[src/design/iit_pkg.sv]
package iit_pkg;

  // ****************************************************************
  // Widths and timing constants
  // ****************************************************************
  localparam int unsigned REG_W   = 4;
  localparam int unsigned CNT_W   = 4;
  localparam int unsigned NREG    = 16;
  localparam logic [3:0]  PC_REG  = 4'hf;
  localparam logic [3:0]  LR_REG  = 4'he;
  localparam logic [3:0]  LAT_ALU = 4'h1;
  localparam logic [3:0]  LAT_LD  = 4'h3;
  localparam logic [3:0]  LAT_RSH = 4'h2;
  localparam logic [3:0]  FAIL_CAP = 4'h5;
  localparam logic [3:0]  FAIL_FLOOR = 4'h3;
  localparam logic [3:0]  RET_OK  = 4'h4;
  localparam logic [3:0]  RET_BAD = 4'h7;
  localparam logic [3:0]  MOV_PC_N = 4'h5;
  localparam logic [3:0]  MOV_PC_I = 4'h6;
  localparam logic [3:0]  MOV_PC_R = 4'h7;
  localparam logic [3:0]  ALU_PC_N = 4'h7;
  localparam logic [3:0]  ALU_PC_R = 4'h8;
  localparam logic [3:0]  ONE     = 4'h1;
  localparam logic [3:0]  TWO     = 4'h2;
  localparam logic [3:0]  AL_COND = 4'he;

  // ****************************************************************
  // Operation classes
  // ****************************************************************
  typedef enum logic [2:0] {
    OP_ALU   = 3'h0,
    OP_LOAD  = 3'h1,
    OP_STORE = 3'h2,
    OP_MOV   = 3'h3,
    OP_MULTI = 3'h4
  } iit_op_type;

  typedef enum logic [1:0] {
    SH_NONE = 2'h0,
    SH_IMM  = 2'h1,
    SH_REG  = 2'h2
  } iit_shift_type;

  // Decoded instruction presented by decode.
  typedef struct packed {
    iit_op_type    op;
    iit_shift_type shift;
    logic [3:0]    cond;
    logic          cond_pass;
    logic          sets_flags;
    logic          wr_en;
    logic [3:0]    rd;
    logic [3:0]    rn;
    logic          rn_en;
    logic [3:0]    rm;
    logic          rm_en;
    logic [3:0]    rs;
    logic [3:0]    multi_cycles;
    logic          ret_hit;
  } iit_instr_type;

  // Per-register scoreboard entry.
  typedef struct packed {
    logic       busy;
    logic [3:0] ready_in;
    logic [3:0] cond;
  } iit_sb_type;

endpackage : iit_pkg

[src/design/iit_flag_gap.sv]
`timescale 1ns/100ps
`default_nettype none
// ****************************************************************
// Flag gap counter
// ****************************************************************
module iit_flag_gap (
  // Clock and reset.
  input  wire logic                    core_clk_i,
  input  wire logic                    rst_i,
  // Pipeline events.
  input  wire logic                    cycle_i,
  input  wire logic                    flag_set_i,
  // Gap output.
  output logic [iit_pkg::CNT_W-1:0]    flag_gap_cycles_o
);
  logic [iit_pkg::CNT_W-1:0] gap;
  logic [iit_pkg::CNT_W-1:0] next_gap;

  // Counts every cycle, stalls included, saturating; zero right after a setter.
  always_comb begin
    next_gap = gap;
    if (flag_set_i) begin
      next_gap = '0;
    end else if (cycle_i && gap != '1) begin
      next_gap = gap + 1'b1;
    end
  end

  // Registers the gap.
  always_ff @(posedge core_clk_i or posedge rst_i) begin
    if (rst_i) begin
      gap <= '1;
    end else begin
      gap <= next_gap;
    end
  end

  assign flag_gap_cycles_o = gap;

  a_gap_reset: assert property (@(posedge core_clk_i) disable iff (rst_i)
    flag_set_i |=> gap == '0) else $error("Flag gap not cleared.");
endmodule : iit_flag_gap
`default_nettype wire

[src/design/iit_cycle_calc.sv]
`timescale 1ns/100ps
`default_nettype none
// ****************************************************************
// Occupancy cycle calculator
// ****************************************************************
module iit_cycle_calc (
  // Instruction and context.
  input  wire iit_pkg::iit_instr_type  instr_i,
  input  wire logic [3:0]              flag_gap_i,
  // Result.
  output logic [3:0]                   cycles_o
);
  logic [3:0] base;
  logic [3:0] upper;
  logic [3:0] lower;
  logic [3:0] floor_v;
  logic [3:0] fail_v;
  logic       is_pc;

  // Picks base, PC bounds and condition-fail adjustment.
  always_comb begin
    is_pc   = instr_i.wr_en && instr_i.rd == iit_pkg::PC_REG;
    base    = (instr_i.shift == iit_pkg::SH_REG) ? iit_pkg::TWO : iit_pkg::ONE;
    upper   = base;
    lower   = base;
    floor_v = iit_pkg::FAIL_FLOOR;
    fail_v  = iit_pkg::FAIL_FLOOR;
    if (instr_i.op == iit_pkg::OP_MOV && is_pc) begin
      if (instr_i.shift == iit_pkg::SH_NONE && instr_i.rm == iit_pkg::LR_REG
          && instr_i.cond == iit_pkg::AL_COND) begin
        lower = instr_i.ret_hit ? iit_pkg::RET_OK : iit_pkg::RET_BAD;
      end else if (instr_i.shift == iit_pkg::SH_NONE) begin
        lower = iit_pkg::MOV_PC_N;
      end else if (instr_i.shift == iit_pkg::SH_IMM) begin
        lower = iit_pkg::MOV_PC_I;
      end else begin
        lower = iit_pkg::MOV_PC_R;
      end
      upper = iit_pkg::MOV_PC_R;
    end else if (instr_i.op == iit_pkg::OP_ALU && is_pc) begin
      lower = (instr_i.shift == iit_pkg::SH_REG) ? iit_pkg::ALU_PC_R : iit_pkg::ALU_PC_N;
      upper = lower;
    end
    if (instr_i.op == iit_pkg::OP_MULTI) begin
      lower = instr_i.multi_cycles;
      upper = lower;
    end
    if (!instr_i.cond_pass) begin
      if (instr_i.op == iit_pkg::OP_MULTI && lower > iit_pkg::TWO) begin
        if (flag_gap_i < iit_pkg::TWO) begin
          floor_v = iit_pkg::FAIL_CAP - flag_gap_i;
        end
        fail_v = (floor_v < lower) ? floor_v : lower;
        cycles_o = fail_v;
      end else if (instr_i.op == iit_pkg::OP_MULTI) begin
        cycles_o = lower;
      end else begin
        cycles_o = base;
      end
    end else if (instr_i.cond != iit_pkg::AL_COND && is_pc
                 && instr_i.op != iit_pkg::OP_MULTI) begin
      if (upper > flag_gap_i && upper - flag_gap_i > lower) begin
        cycles_o = upper - flag_gap_i;
      end else begin
        cycles_o = lower;
      end
    end else begin
      cycles_o = lower;
    end
  end
endmodule : iit_cycle_calc
`default_nettype wire

[src/design/iit_issue_interlock.sv]
`timescale 1ns/100ps
`default_nettype none
// ****************************************************************
// Issue and interlock timing
// ****************************************************************
module iit_issue_interlock (
  // Clock and reset.
  input  wire logic                    core_clk_i,
  input  wire logic                    rst_i,
  // Decode side.
  input  wire logic                    instr_valid_i,
  input  wire iit_pkg::iit_instr_type  instr_i,
  output logic                         instr_ready_o,
  // Execute side.
  output logic                         issue_o,
  output logic                         stall_o,
  output logic [3:0]                   occupy_cycles_o,
  output logic [3:0]                   flag_gap_cycles_o
);
  typedef enum logic [2:0] {
    ST_IDLE  = 3'b001,
    ST_STALL = 3'b010,
    ST_BUSY  = 3'b100
  } iit_state_type;

  iit_state_type              state;
  iit_state_type              next_state;
  iit_pkg::iit_sb_type [15:0] sb;
  iit_pkg::iit_sb_type [15:0] next_sb;
  logic [3:0]                 busy_cnt;
  logic [3:0]                 next_busy_cnt;
  logic [3:0]                 occ;
  logic [3:0]                 next_occ;
  logic [3:0]                 calc_cycles;
  logic [3:0]                 stall_need;
  logic                       issue_now;

  // ****************************************************************
  // Decode helpers
  // ****************************************************************
  // Two condition codes are opposite when they differ only in the low bit and neither is AL_COND.
  function automatic logic opp_cond(input logic [3:0] a, input logic [3:0] b);
    opp_cond = (a[3:1] == b[3:1]) && (a[0] != b[0]) && (a != iit_pkg::AL_COND)
               && (b != iit_pkg::AL_COND);
  endfunction : opp_cond

  // Cycles still needed before a register is usable, with early/late adjust.
  function automatic logic [3:0] need(input iit_pkg::iit_sb_type e,
                                      input logic early, input logic late);
    logic [4:0] v;
    v = {1'b0, e.ready_in};
    if (early) begin
      v = v + 5'h01;
    end
    if (late && v != 5'h00) begin
      v = v - 5'h01;
    end
    need = (e.busy && v > 5'h01) ? v[3:0] - iit_pkg::ONE : 4'h0;
  endfunction : need

  // ****************************************************************
  // Submodules
  // ****************************************************************
  iit_flag_gap u_gap (
    .core_clk_i        (core_clk_i),
    .rst_i             (rst_i),
    .cycle_i           (1'b1),
    .flag_set_i        (issue_now && instr_i.sets_flags && instr_i.cond_pass),
    .flag_gap_cycles_o (flag_gap_cycles_o)
  );

  iit_cycle_calc u_calc (
    .instr_i    (instr_i),
    .flag_gap_i (flag_gap_cycles_o),
    .cycles_o   (calc_cycles)
  );

  // ****************************************************************
  // Hazard evaluation
  // ****************************************************************
  // Worst stall over all operands of the incoming instruction.
  always_comb begin
    logic [3:0] s;
    logic       st;
    s  = 4'h0;
    st = instr_i.op == iit_pkg::OP_STORE;
    // Base of a load or store is early; with a register shift this source is late.
    if (instr_i.rn_en) begin
      if (!(st && instr_i.rn == instr_i.rd && opp_cond(sb[instr_i.rn].cond, instr_i.cond)))
        begin
        if (need(sb[instr_i.rn],
                 instr_i.op == iit_pkg::OP_LOAD || instr_i.op == iit_pkg::OP_STORE,
                 instr_i.shift == iit_pkg::SH_REG) > s) begin
          s = need(sb[instr_i.rn],
                   instr_i.op == iit_pkg::OP_LOAD || instr_i.op == iit_pkg::OP_STORE,
                   instr_i.shift == iit_pkg::SH_REG);
        end
      end
    end
    if (instr_i.rm_en && !(st && instr_i.rm == instr_i.rd
                           && opp_cond(sb[instr_i.rm].cond, instr_i.cond))) begin
      // Only an immediate shift reads this source in the shifter stage.
      if (need(sb[instr_i.rm], instr_i.shift == iit_pkg::SH_IMM, 1'b0) > s) begin
        s = need(sb[instr_i.rm], instr_i.shift == iit_pkg::SH_IMM, 1'b0);
      end
    end
    if (instr_i.shift == iit_pkg::SH_REG && need(sb[instr_i.rs], 1'b1, 1'b0) > s) begin
      s = need(sb[instr_i.rs], 1'b1, 1'b0);
    end
    // Ordering of two writers, relaxed for opposite conditions.
    if (instr_i.wr_en && instr_i.op != iit_pkg::OP_STORE
        && !opp_cond(sb[instr_i.rd].cond, instr_i.cond)) begin
      if (need(sb[instr_i.rd], 1'b0, 1'b1) > s) begin
        s = need(sb[instr_i.rd], 1'b0, 1'b1);
      end
    end
    stall_need = s;
  end

  assign issue_now     = instr_valid_i && state != ST_BUSY && stall_need == 4'h0;
  assign instr_ready_o = issue_now;

  // ****************************************************************
  // Scoreboard
  // ****************************************************************
  // Ages every entry by one cycle and books the issuing writer.
  always_comb begin
    next_sb = sb;
    for (int i = 0; i < iit_pkg::NREG; i++) begin
      if (sb[i].ready_in > 4'h1) begin
        next_sb[i].ready_in = sb[i].ready_in - 4'h1;
      end else begin
        next_sb[i].busy = 1'b0;
      end
    end
    if (issue_now && instr_i.wr_en && instr_i.cond_pass
        && instr_i.op != iit_pkg::OP_STORE) begin
      next_sb[instr_i.rd].busy = 1'b1;
      next_sb[instr_i.rd].cond = instr_i.cond;
      if (instr_i.op == iit_pkg::OP_LOAD) begin
        next_sb[instr_i.rd].ready_in = iit_pkg::LAT_LD;
      end else if (instr_i.shift == iit_pkg::SH_REG) begin
        next_sb[instr_i.rd].ready_in = iit_pkg::LAT_RSH;
      end else begin
        next_sb[instr_i.rd].ready_in = iit_pkg::LAT_ALU;
      end
    end
  end

  // Registers the scoreboard.
  always_ff @(posedge core_clk_i or posedge rst_i) begin
    if (rst_i) begin
      sb <= '0;
    end else begin
      sb <= next_sb;
    end
  end

  // ****************************************************************
  // Issue state machine
  // ****************************************************************
  // Holds the issue slot for the instruction's occupancy.
  always_comb begin
    next_state    = state;
    next_busy_cnt = busy_cnt;
    next_occ      = occ;
    case (state)
      // A hazard is re-evaluated every cycle, so a stall lasts exactly as long as needed.
      ST_IDLE, ST_STALL: begin
        next_state = ST_IDLE;
        if (instr_valid_i && stall_need != 4'h0) begin
          next_state = ST_STALL;
        end else if (issue_now) begin
          next_occ = calc_cycles;
          if (calc_cycles > iit_pkg::ONE) begin
            next_busy_cnt = calc_cycles - iit_pkg::ONE;
            next_state    = ST_BUSY;
          end
        end
      end
      ST_BUSY: begin
        next_busy_cnt = busy_cnt - 4'h1;
        if (busy_cnt == 4'h1) begin
          next_state = ST_IDLE;
        end
      end
      default: begin
        next_state = ST_IDLE;
      end
    endcase
  end

  // Registers the state machine.
  always_ff @(posedge core_clk_i or posedge rst_i) begin
    if (rst_i) begin
      state    <= ST_IDLE;
      busy_cnt <= 4'h0;
      occ      <= 4'h0;
    end else begin
      state    <= next_state;
      busy_cnt <= next_busy_cnt;
      occ      <= next_occ;
    end
  end

  assign issue_o         = issue_now;
  assign stall_o         = state == ST_BUSY || (instr_valid_i && !issue_now);
  assign occupy_cycles_o = occ;

  // ****************************************************************
  // Checks
  // ****************************************************************
  a_load_latency: assert property (@(posedge core_clk_i) disable iff (rst_i)
    issue_now && instr_i.op == iit_pkg::OP_LOAD && instr_i.wr_en && instr_i.cond_pass
    |=> sb[$past(instr_i.rd)].ready_in == iit_pkg::LAT_LD)
    else $error("Load latency not booked.");
  a_alu_latency: assert property (@(posedge core_clk_i) disable iff (rst_i)
    issue_now && instr_i.op == iit_pkg::OP_ALU && instr_i.shift == iit_pkg::SH_NONE
    && instr_i.wr_en && instr_i.cond_pass && instr_i.rd != iit_pkg::PC_REG
    |=> sb[$past(instr_i.rd)].ready_in == iit_pkg::LAT_ALU)
    else $error("ALU latency not booked.");
  a_busy_length: assert property (@(posedge core_clk_i) disable iff (rst_i)
    issue_now && calc_cycles == 4'h2 |=> state == ST_BUSY ##1 state == ST_IDLE)
    else $error("Two-cycle occupancy wrong.");
  a_fail_bound: assert property (@(posedge core_clk_i) disable iff (rst_i)
    !instr_i.cond_pass && instr_i.op == iit_pkg::OP_MULTI
    |-> calc_cycles <= iit_pkg::FAIL_CAP)
    else $error("Failing multi-cycle count too large.");
  a_stall_blocks: assert property (@(posedge core_clk_i) disable iff (rst_i)
    stall_need != 4'h0 |-> !issue_o)
    else $error("Issued despite stall.");
  a_stall_bound: assert property (@(posedge core_clk_i) disable iff (rst_i)
    instr_valid_i && stall_need != 4'h0 |-> ##[1:16] issue_o)
    else $error("Stalled instruction never issued.");
  a_ret_hit: assert property (@(posedge core_clk_i) disable iff (rst_i)
    instr_i.op == iit_pkg::OP_MOV && instr_i.wr_en && instr_i.rd == iit_pkg::PC_REG
    && instr_i.rm == iit_pkg::LR_REG && instr_i.shift == iit_pkg::SH_NONE
    && instr_i.cond == iit_pkg::AL_COND && instr_i.cond_pass && instr_i.ret_hit
    |-> calc_cycles == iit_pkg::RET_OK)
    else $error("Predicted return count wrong.");
  a_alu_pc: assert property (@(posedge core_clk_i) disable iff (rst_i)
    instr_i.op == iit_pkg::OP_ALU && instr_i.wr_en && instr_i.rd == iit_pkg::PC_REG
    && instr_i.cond == iit_pkg::AL_COND && instr_i.cond_pass
    |-> calc_cycles == ((instr_i.shift == iit_pkg::SH_REG) ? 4'h8 : 4'h7))
    else $error("ALU to PC count wrong.");
  a_pc_fail: assert property (@(posedge core_clk_i) disable iff (rst_i)
    instr_i.op != iit_pkg::OP_MULTI && !instr_i.cond_pass
    |-> calc_cycles == ((instr_i.shift == iit_pkg::SH_REG) ? 4'h2 : 4'h1))
    else $error("Failing PC write count wrong.");
endmodule : iit_issue_interlock
`default_nettype wire

[config.mk]
export PLATFORM = sky130hd
export DESIGN_NAME = iit_issue_interlock
export DESIGN_NICKNAME = d
export VERILOG_FILES = /design/src/design/iit_pkg.sv /design/src/design/iit_flag_gap.sv /design/src/design/iit_cycle_calc.sv /design/src/design/iit_issue_interlock.sv
export SDC_FILE = /design/constraint.sdc
export NUM_CORES = 1
export LEC_CHECK = 0
export BUFFER_PORTS_ARGS = -buffer_cell sky130_fd_sc_hd__buf_4
export CELL_PAD_IN_SITES_DETAIL_PLACEMENT = 0
export CELL_PAD_IN_SITES_GLOBAL_PLACEMENT = 2
export CORE_MARGIN = 8
export CORE_UTILIZATION = 44
export DETAILED_ROUTE_END_ITERATION = 6
export GPL_ROUTABILITY_DRIVEN = 0
export HOLD_SLACK_MARGIN = 0.1
export PLACE_DENSITY = 0.81
export SYNTH_ARGS = -nofsm -noshare
export SYNTH_HDL_FRONTEND = slang
export SYNTH_SLANG_ARGS = --single-unit
export TNS_END_PERCENT = 5
[constraint.sdc]
create_clock -name core_clk_i -period 19.4 [get_ports core_clk_i]
set_input_delay 3.88 -clock core_clk_i [delete_from_list [all_inputs] [get_ports core_clk_i]]
set_output_delay 3.88 -clock core_clk_i [all_outputs]
set_load 0.01 [all_outputs]
* Yosys cells after proc, flatten, opt, wreduce, memory -nomap -nowiden *
Cells that the tools add are included.

operators by class
  add/subtract/negate cells = 35
  magnitude comparators = 39
  equality and inequality tests = 33
  mux-type cells = 123
  bitwise operators = 1
  reduce and logical (&&, ||, !) cells = 63

operators with widths
  kind                   count
  $bwmux W144            5
  $mux W144              3
  $mux W4                55
  $bmux W9 S4            4
  $mux W5                22
  $demux W9 S4           3
  $sub A4 B1 Y4 const B  26
  $gt A4 B1 Y1 const B   18
  $logic_and A1 B1 Y1    46
  $mux W9                5
  $gt A5 B1 Y1 const B   8
  $gt A4 B4 Y1           5
  $lt A4 B5 Y1 const B   4
  $ne A4 B4 Y1 const B   5
  $mux W1                17
  $add A4 B1 Y5 const B  3
  $eq A4 B4 Y1 const B   3
  $mux W3                4
  $reduce_bool A5 Y1     2
  $sub A5 B1 Y5 const B  2
  $eq A3 B2 Y1 const B   3
  $eq A3 B3 Y1           3
  $eq A4 B4 Y1           2
  $mux W8                1
  other kinds (31)       45

word-level totals
  register bits = 159
  bits of input ports = 38
  output and inout port bits = 11
  word-level logic and storage cells = 346

* Longest topological paths before layout *
  depth after elaboration = 62
  gate-level depth with buffers = 46
  gate-level depth less buffers = 43

* Cells and area by module *
A second synthesis with hierarchy kept.

second synthesis, totals
  cell total of the unflattened synthesis = 1430
  area total of the unflattened synthesis = 15422.3 µm²

by module, submodules not included
  module               instances  cells each  area each (µm²)  seq. area each (µm²)
  iit_issue_interlock  1          1299        14356.3          3880.0
  iit_cycle_calc       1          110         830.8            0.0
  iit_flag_gap         1          21          235.2            105.1

* Least setup slack after synthesis *
Ideal clock, no wire load.

  path type = input port to output port
  from = in instr_i[17] (netlist name)
  to = out issue_o
  arrival time = 12.382 ns
  data required time = 15.520 ns
  slack = 3.138 ns
  stages on the path = 42
  buffers on the path = 4
  cells stage by stage = buf_4 -> mux4_2 -> a22oi_1 -> nand3_1 -> ha_1 -> mux2i_1 -> ha_1 -> a41o_1 -> a41o_1 -> mux2_2 -> ha_1 -> nand2b_1 -> mux2_2 -> o31ai_4 -> nand2_2 -> or2_2 -> ha_1 -> o21a_1 -> [... 6 more ...] -> o21a_1 -> o21a_1 -> o21ai_1 -> nand2_1 -> and3b_1 -> a21oi_4 -> ha_1 -> nor2b_1 -> o21a_1 -> o21ai_0 -> nand2b_1 -> o2111ai_1 -> nor2_1 -> a41oi_4 -> buf_12 -> buf_12 -> nor2_1 -> buf_4

on the way
  word-level cells in the longest chain between the ends = 30
  elaborated cells on any way between the ends = 54
  those cells by class = add/sub: 5; order compare: 6; eq/ne: 4; mux: 25; reduce/logical: 14

ends and longest elaborated chain
  what                                                                    RTL line                    RTL
  start, declared                                                         iit_issue_interlock.sv:12   input wire iit_pkg::iit_instr_type instr_i,
  parallel branches: the longest is 17 deep, another holds $add A4 B1 Y5  -
  $mux W4 *                                                               iit_issue_interlock.sv:89   if (!(st && instr_i.rn == instr_i.rd && opp_cond(sb[instr_i.rn].cond, instr_i.cond)))
  $mux W4 *                                                               iit_issue_interlock.sv:88   if (instr_i.rn_en) begin
  $gt A4 B4 Y1                                                            iit_issue_interlock.sv:103  if (need(sb[instr_i.rm], instr_i.shift == iit_pkg::SH_IMM, 1'b0) > s) begin
  $mux W4                                                                 iit_issue_interlock.sv:103
  $mux W4 *                                                               iit_issue_interlock.sv:100  if (instr_i.rm_en && !(st && instr_i.rm == instr_i.rd
  $gt A4 B4 Y1                                                            iit_issue_interlock.sv:107  if (instr_i.shift == iit_pkg::SH_REG && need(sb[instr_i.rs], 1'b1, 1'b0) > s) begin
  $logic_and A1 B1 Y1                                                     iit_issue_interlock.sv:107
  $mux W4 *                                                               iit_issue_interlock.sv:107
  $gt A4 B4 Y1                                                            iit_issue_interlock.sv:113  if (need(sb[instr_i.rd], 1'b0, 1'b1) > s) begin
  $mux W4                                                                 iit_issue_interlock.sv:113
  $mux W4 *                                                               iit_issue_interlock.sv:111  if (instr_i.wr_en && instr_i.op != iit_pkg::OP_STORE
  $logic_not A4 Y1 *                                                      iit_issue_interlock.sv:120  assign issue_now = instr_valid_i && state != ST_BUSY && stall_need == 4'h0;
  $logic_and A1 B1 Y1 *                                                   iit_issue_interlock.sv:120
  end, declared                                                           iit_issue_interlock.sv:15   output logic issue_o,

Every way passes the cells marked *. The select of a mux whose other input is x is not followed.

* Worst setup path in the final report *
  from = in instr_i[17] (netlist name)
  to = out instr_ready_o

on the way
  word-level cells in the longest chain between the ends = 30
  elaborated cells on any way between the ends = 54
  those cells by class = add/sub: 5; order compare: 6; eq/ne: 4; mux: 25; reduce/logical: 14

ends and longest elaborated chain
  what                                                                    RTL line                    RTL
  parallel branches: the longest is 17 deep, another holds $add A4 B1 Y5  -
  $mux W4 *                                                               iit_issue_interlock.sv:89
  $mux W4 *                                                               iit_issue_interlock.sv:88
  $gt A4 B4 Y1                                                            iit_issue_interlock.sv:103
  $mux W4                                                                 iit_issue_interlock.sv:103
  $mux W4 *                                                               iit_issue_interlock.sv:100
  $gt A4 B4 Y1                                                            iit_issue_interlock.sv:107
  $logic_and A1 B1 Y1                                                     iit_issue_interlock.sv:107
  $mux W4 *                                                               iit_issue_interlock.sv:107
  $gt A4 B4 Y1                                                            iit_issue_interlock.sv:113
  $mux W4                                                                 iit_issue_interlock.sv:113
  $mux W4 *                                                               iit_issue_interlock.sv:111
  $logic_not A4 Y1 *                                                      iit_issue_interlock.sv:120
  $logic_and A1 B1 Y1 *                                                   iit_issue_interlock.sv:120
  end, declared                                                           iit_issue_interlock.sv:13   output logic instr_ready_o,

Marked as above.

==> results by group <==
Global route
  • GRT Util Overall: 0.226
  • Gr busiest metal: met2
  • Grt met3 use: 0.0474
  • Global route overflow: 0
  • Largest net degree at the start of global routing: 94
  • Met1 Use GR: 0.319
  • Met2 Track Usage GR: 0.347
  • Initial antenna violation count: 0
  • Vias in the first global route: 11.1k
  • First-pass GRT wire length: 68000 um

Synth
  • Post-synthesis mux area share: 0.360
  • Ys flop type: dfrtp_1
  • Synth async-reset ratio: 1.00
  • Xor and xnor fraction of the mapped netlist area: 0.0340
  • Yosys warns: 0
  • Largest family of logic cells by synthesized area: multiplexers
  • Synth Net Count: 1418
  • Simple-gate share of the synthesized area: 0.139
  • Synth Area in Compound Gates: 0.0839
  • Seq/Total Area, Yosys: 0.271
  • Syn_area_per_cell: 11.3 um2
  • Distinct cells, synth: 84
  • Number of synthesized register bits: 159
  • Number of synthesized flops with an enable pin: 0
  • Cells after Synth: 1301
  • Post-synthesis adder-cell area fraction: 0.0676
  • Mapped Area: 14700 um2

Die
  • Die height: 199 um
  • Die area: 39600 um2
  • Initial cell density of the core: 0.442
  • Num rows: 67
  • Area of the core: 33300 um2
  • Horiz. Die Dim: 199 um
  • Ports: 49

Worst setup path
  • Crit Path Max Fanout: 37
  • Reg2Reg Setup Slack: 8470 ps
  • Slowest stage delay, CP: 570 ps
  • FF-to-FF Start: sb[121]$_DFF_PP0_
  • Crit end category: output port
  • Bufs and invs on worst path: 5
  • Crit path DAT: 14120 ps
  • Most frequent CP cell: ha_1
  • CP max stage cell: mux4_2
  • Crit Path Class: input port to output port
  • Stages on worst setup path: 44
  • CP delay by family, top: compound AO/OA/AOI/OAI gates
  • Crit path launch type: input port
  • Reg2reg path depth: 43
  • Worst EP required: 15520 ps

Placed design
  • Placed insts: 1736
  • Port Buffer Count: 48
  • Placed cell area: 15300 um2
  • Post-DP HPWL: 31400 um

Hold path
  • Hold endpoint: occupy_cycles_o[3]$_DFFE_PP0P_
  • Worst hold path depth: 1
  • Min-delay src: occupy_cycles_o[3]$_DFFE_PP0P_
  • Tightest Hold Check Type: register to register

Routing
  • WL/cell: 24.4 um
  • Via Count: 11.1k
  • Routed WL: 43100 um
  • Detailed Routing Iterations Pass 1: 5
  • Vias per cell: 6.26
  • ANT nets after route: 0
  • Initial drt markers: 1048
  • DRC: 0

STA
  • Max frequency: 0.0556 GHz
  • Worst Skew: 13.5 ps
  • Slew HR: 0.222
  • Worst slew pin tran: 1160 ps
  • Hold WS: 531 ps
  • Sum Neg Setup Slack: 0 ps
  • Tcrit/Tclk final: 0.928
  • Final setup vio count: 0
  • RSZ-0062 raised after global routing: no
  • Slew Viols, Final: 0
  • Final Hold Viols: 0
  • Final min period: 18000 ps

Clock tree
  • Longest Clk Path Bufs: 2
  • Resize count post-CTS: 0
  • H-tree depth: 4
  • # hold bufs at CTS: 0
  • Clock Pin Slew Worst Setup and Hold Paths: 70 ps
  • Clk_lat worst skew: 460 ps
  • CTS sink count: 159
  • Post-CTS Setup Bufs: 0
  • Total CTS buffers: 17
  • CTS tree: done
  • Root buffer cell: clkbuf_16

Job
  • Max Cap Viol: 0

Cells and area
  • Antenna diodes: 0
  • Share of cells above drive strength 1: 0.282
  • Fin cells: 1767
  • Commonest non-fill, non-tap cell in the layout: dfrtp_1
  • Post-layout util: 0.479
  • P&R area growth vs syn: 8.15%
  • Nets: 1424
  • Most frequent cells in the layout: dfrtp_1 (154), mux4_2 (142), nor2_1 (110)
  • Final instance area: 15900 um2

Pwr
  • Pwr/cell area: 133 nW/um2
  • Max IR drop VDD: 0.0670 mV
  • Static Leak: 6.63 nW

Status
  • Status: completed
==> cell type report <==
type | count | area, um2
Clock buffer | 21 | 450
Clock inverter | 10 | 139
Timing Repair Buffer | 55 | 413
Inverter | 73 | 279
Sequential cell | 159 | 3990
Tap cell | 448 | 561
Fill cell | 3049 | 17400
Multi-Input combinational cell | 1001 | 10100
==> routing by layer <==
metal / routed length, um / part of all wire
met2: 19300 / 0.45
met3: 3260 / 0.076
met4: 1070 / 0.025
met5: 0 / 0
met1: 19500 / 0.45
==> logic make-up after synthesis <==
logic type,after synthesis
buffers and inverters,141
XOR/XNOR,55
flip-flops,159
adder cells (fa/ha/maj),79
multiplexers,328
AO/OA/AOI/OAI,174
AND/OR/NAND/NOR,365
==> worst reg2reg max path: cells and delay by family, from the launching register on <==
kind / cells / cell delay [ps]
flip-flops: 1 / 510
AO/OA/AOI/OAI: 17 / 2970
buffers and inverters: 3 / 510
multiplexers: 5 / 1810
adder cells (fa/ha/maj): 6 / 1710
AND/OR/NAND/NOR: 12 / 3290
==> per-stage QoR <==
stage / setup slack [ps] / power, mW
2_1_floorplan: 3140 / 1.48
3_3_place_gp: 1800 / 1.74
3_5_place_dp: 1530 / 1.76
4_1_cts: 1510 / 2.12
5_1_grt: 733 / 2.29
6_report: 1400 / 2.12
==> synth_stat cells (all sizes together) (6+ instances only) <==
library cell  number  area, um2
inv               73        274
and2              12       75.1
or2                7       43.8
mux2i             88        893
nor2b             17        106
nor4              23        360
nor3              49        289
nand4             10       62.6
buf               44        292
xor2              13        114
and3               6       42.5
clkbuf            24       90.1
o31ai              8       73.8
o21a               8       60.1
nand3             22        110
nand2             71        269
ha                78        976
a31oi              9       71.3
dfrtp            154       3850
nor2             110        413
a21o              19        143
o21ai             56        280
mux2              96       1160
mux4             144       3250
nand2b            14       87.6
xnor2             42        387
a21oi             28        151
==> worst max-delay path by stage <==
stage                            from            end  slack (ps)
after floorplan           instr_i[17]        issue_o        3140
after global placement    instr_i[17]  instr_ready_o        1800
after detailed placement  instr_i[17]  instr_ready_o        1530
after CTS                 instr_i[17]  instr_ready_o        1510
after global routing      instr_i[17]        issue_o         730
final                     instr_i[17]  instr_ready_o        1400
==> where the power goes <==
| group | leakage [nW] | total [mW] | internal [mW] | switching [mW] |
|---|---|---|---|---|
| sequential | 2.03 | 0.688 | 0.453 | 0.235 |
| clock | 0.275 | 0.348 | 0.205 | 0.143 |
| combinational | 4.33 | 1.09 | 0.554 | 0.533 |
| total | 6.63 | 2.12 | 1.21 | 0.911 |
(Power assumes the default switching activity.)
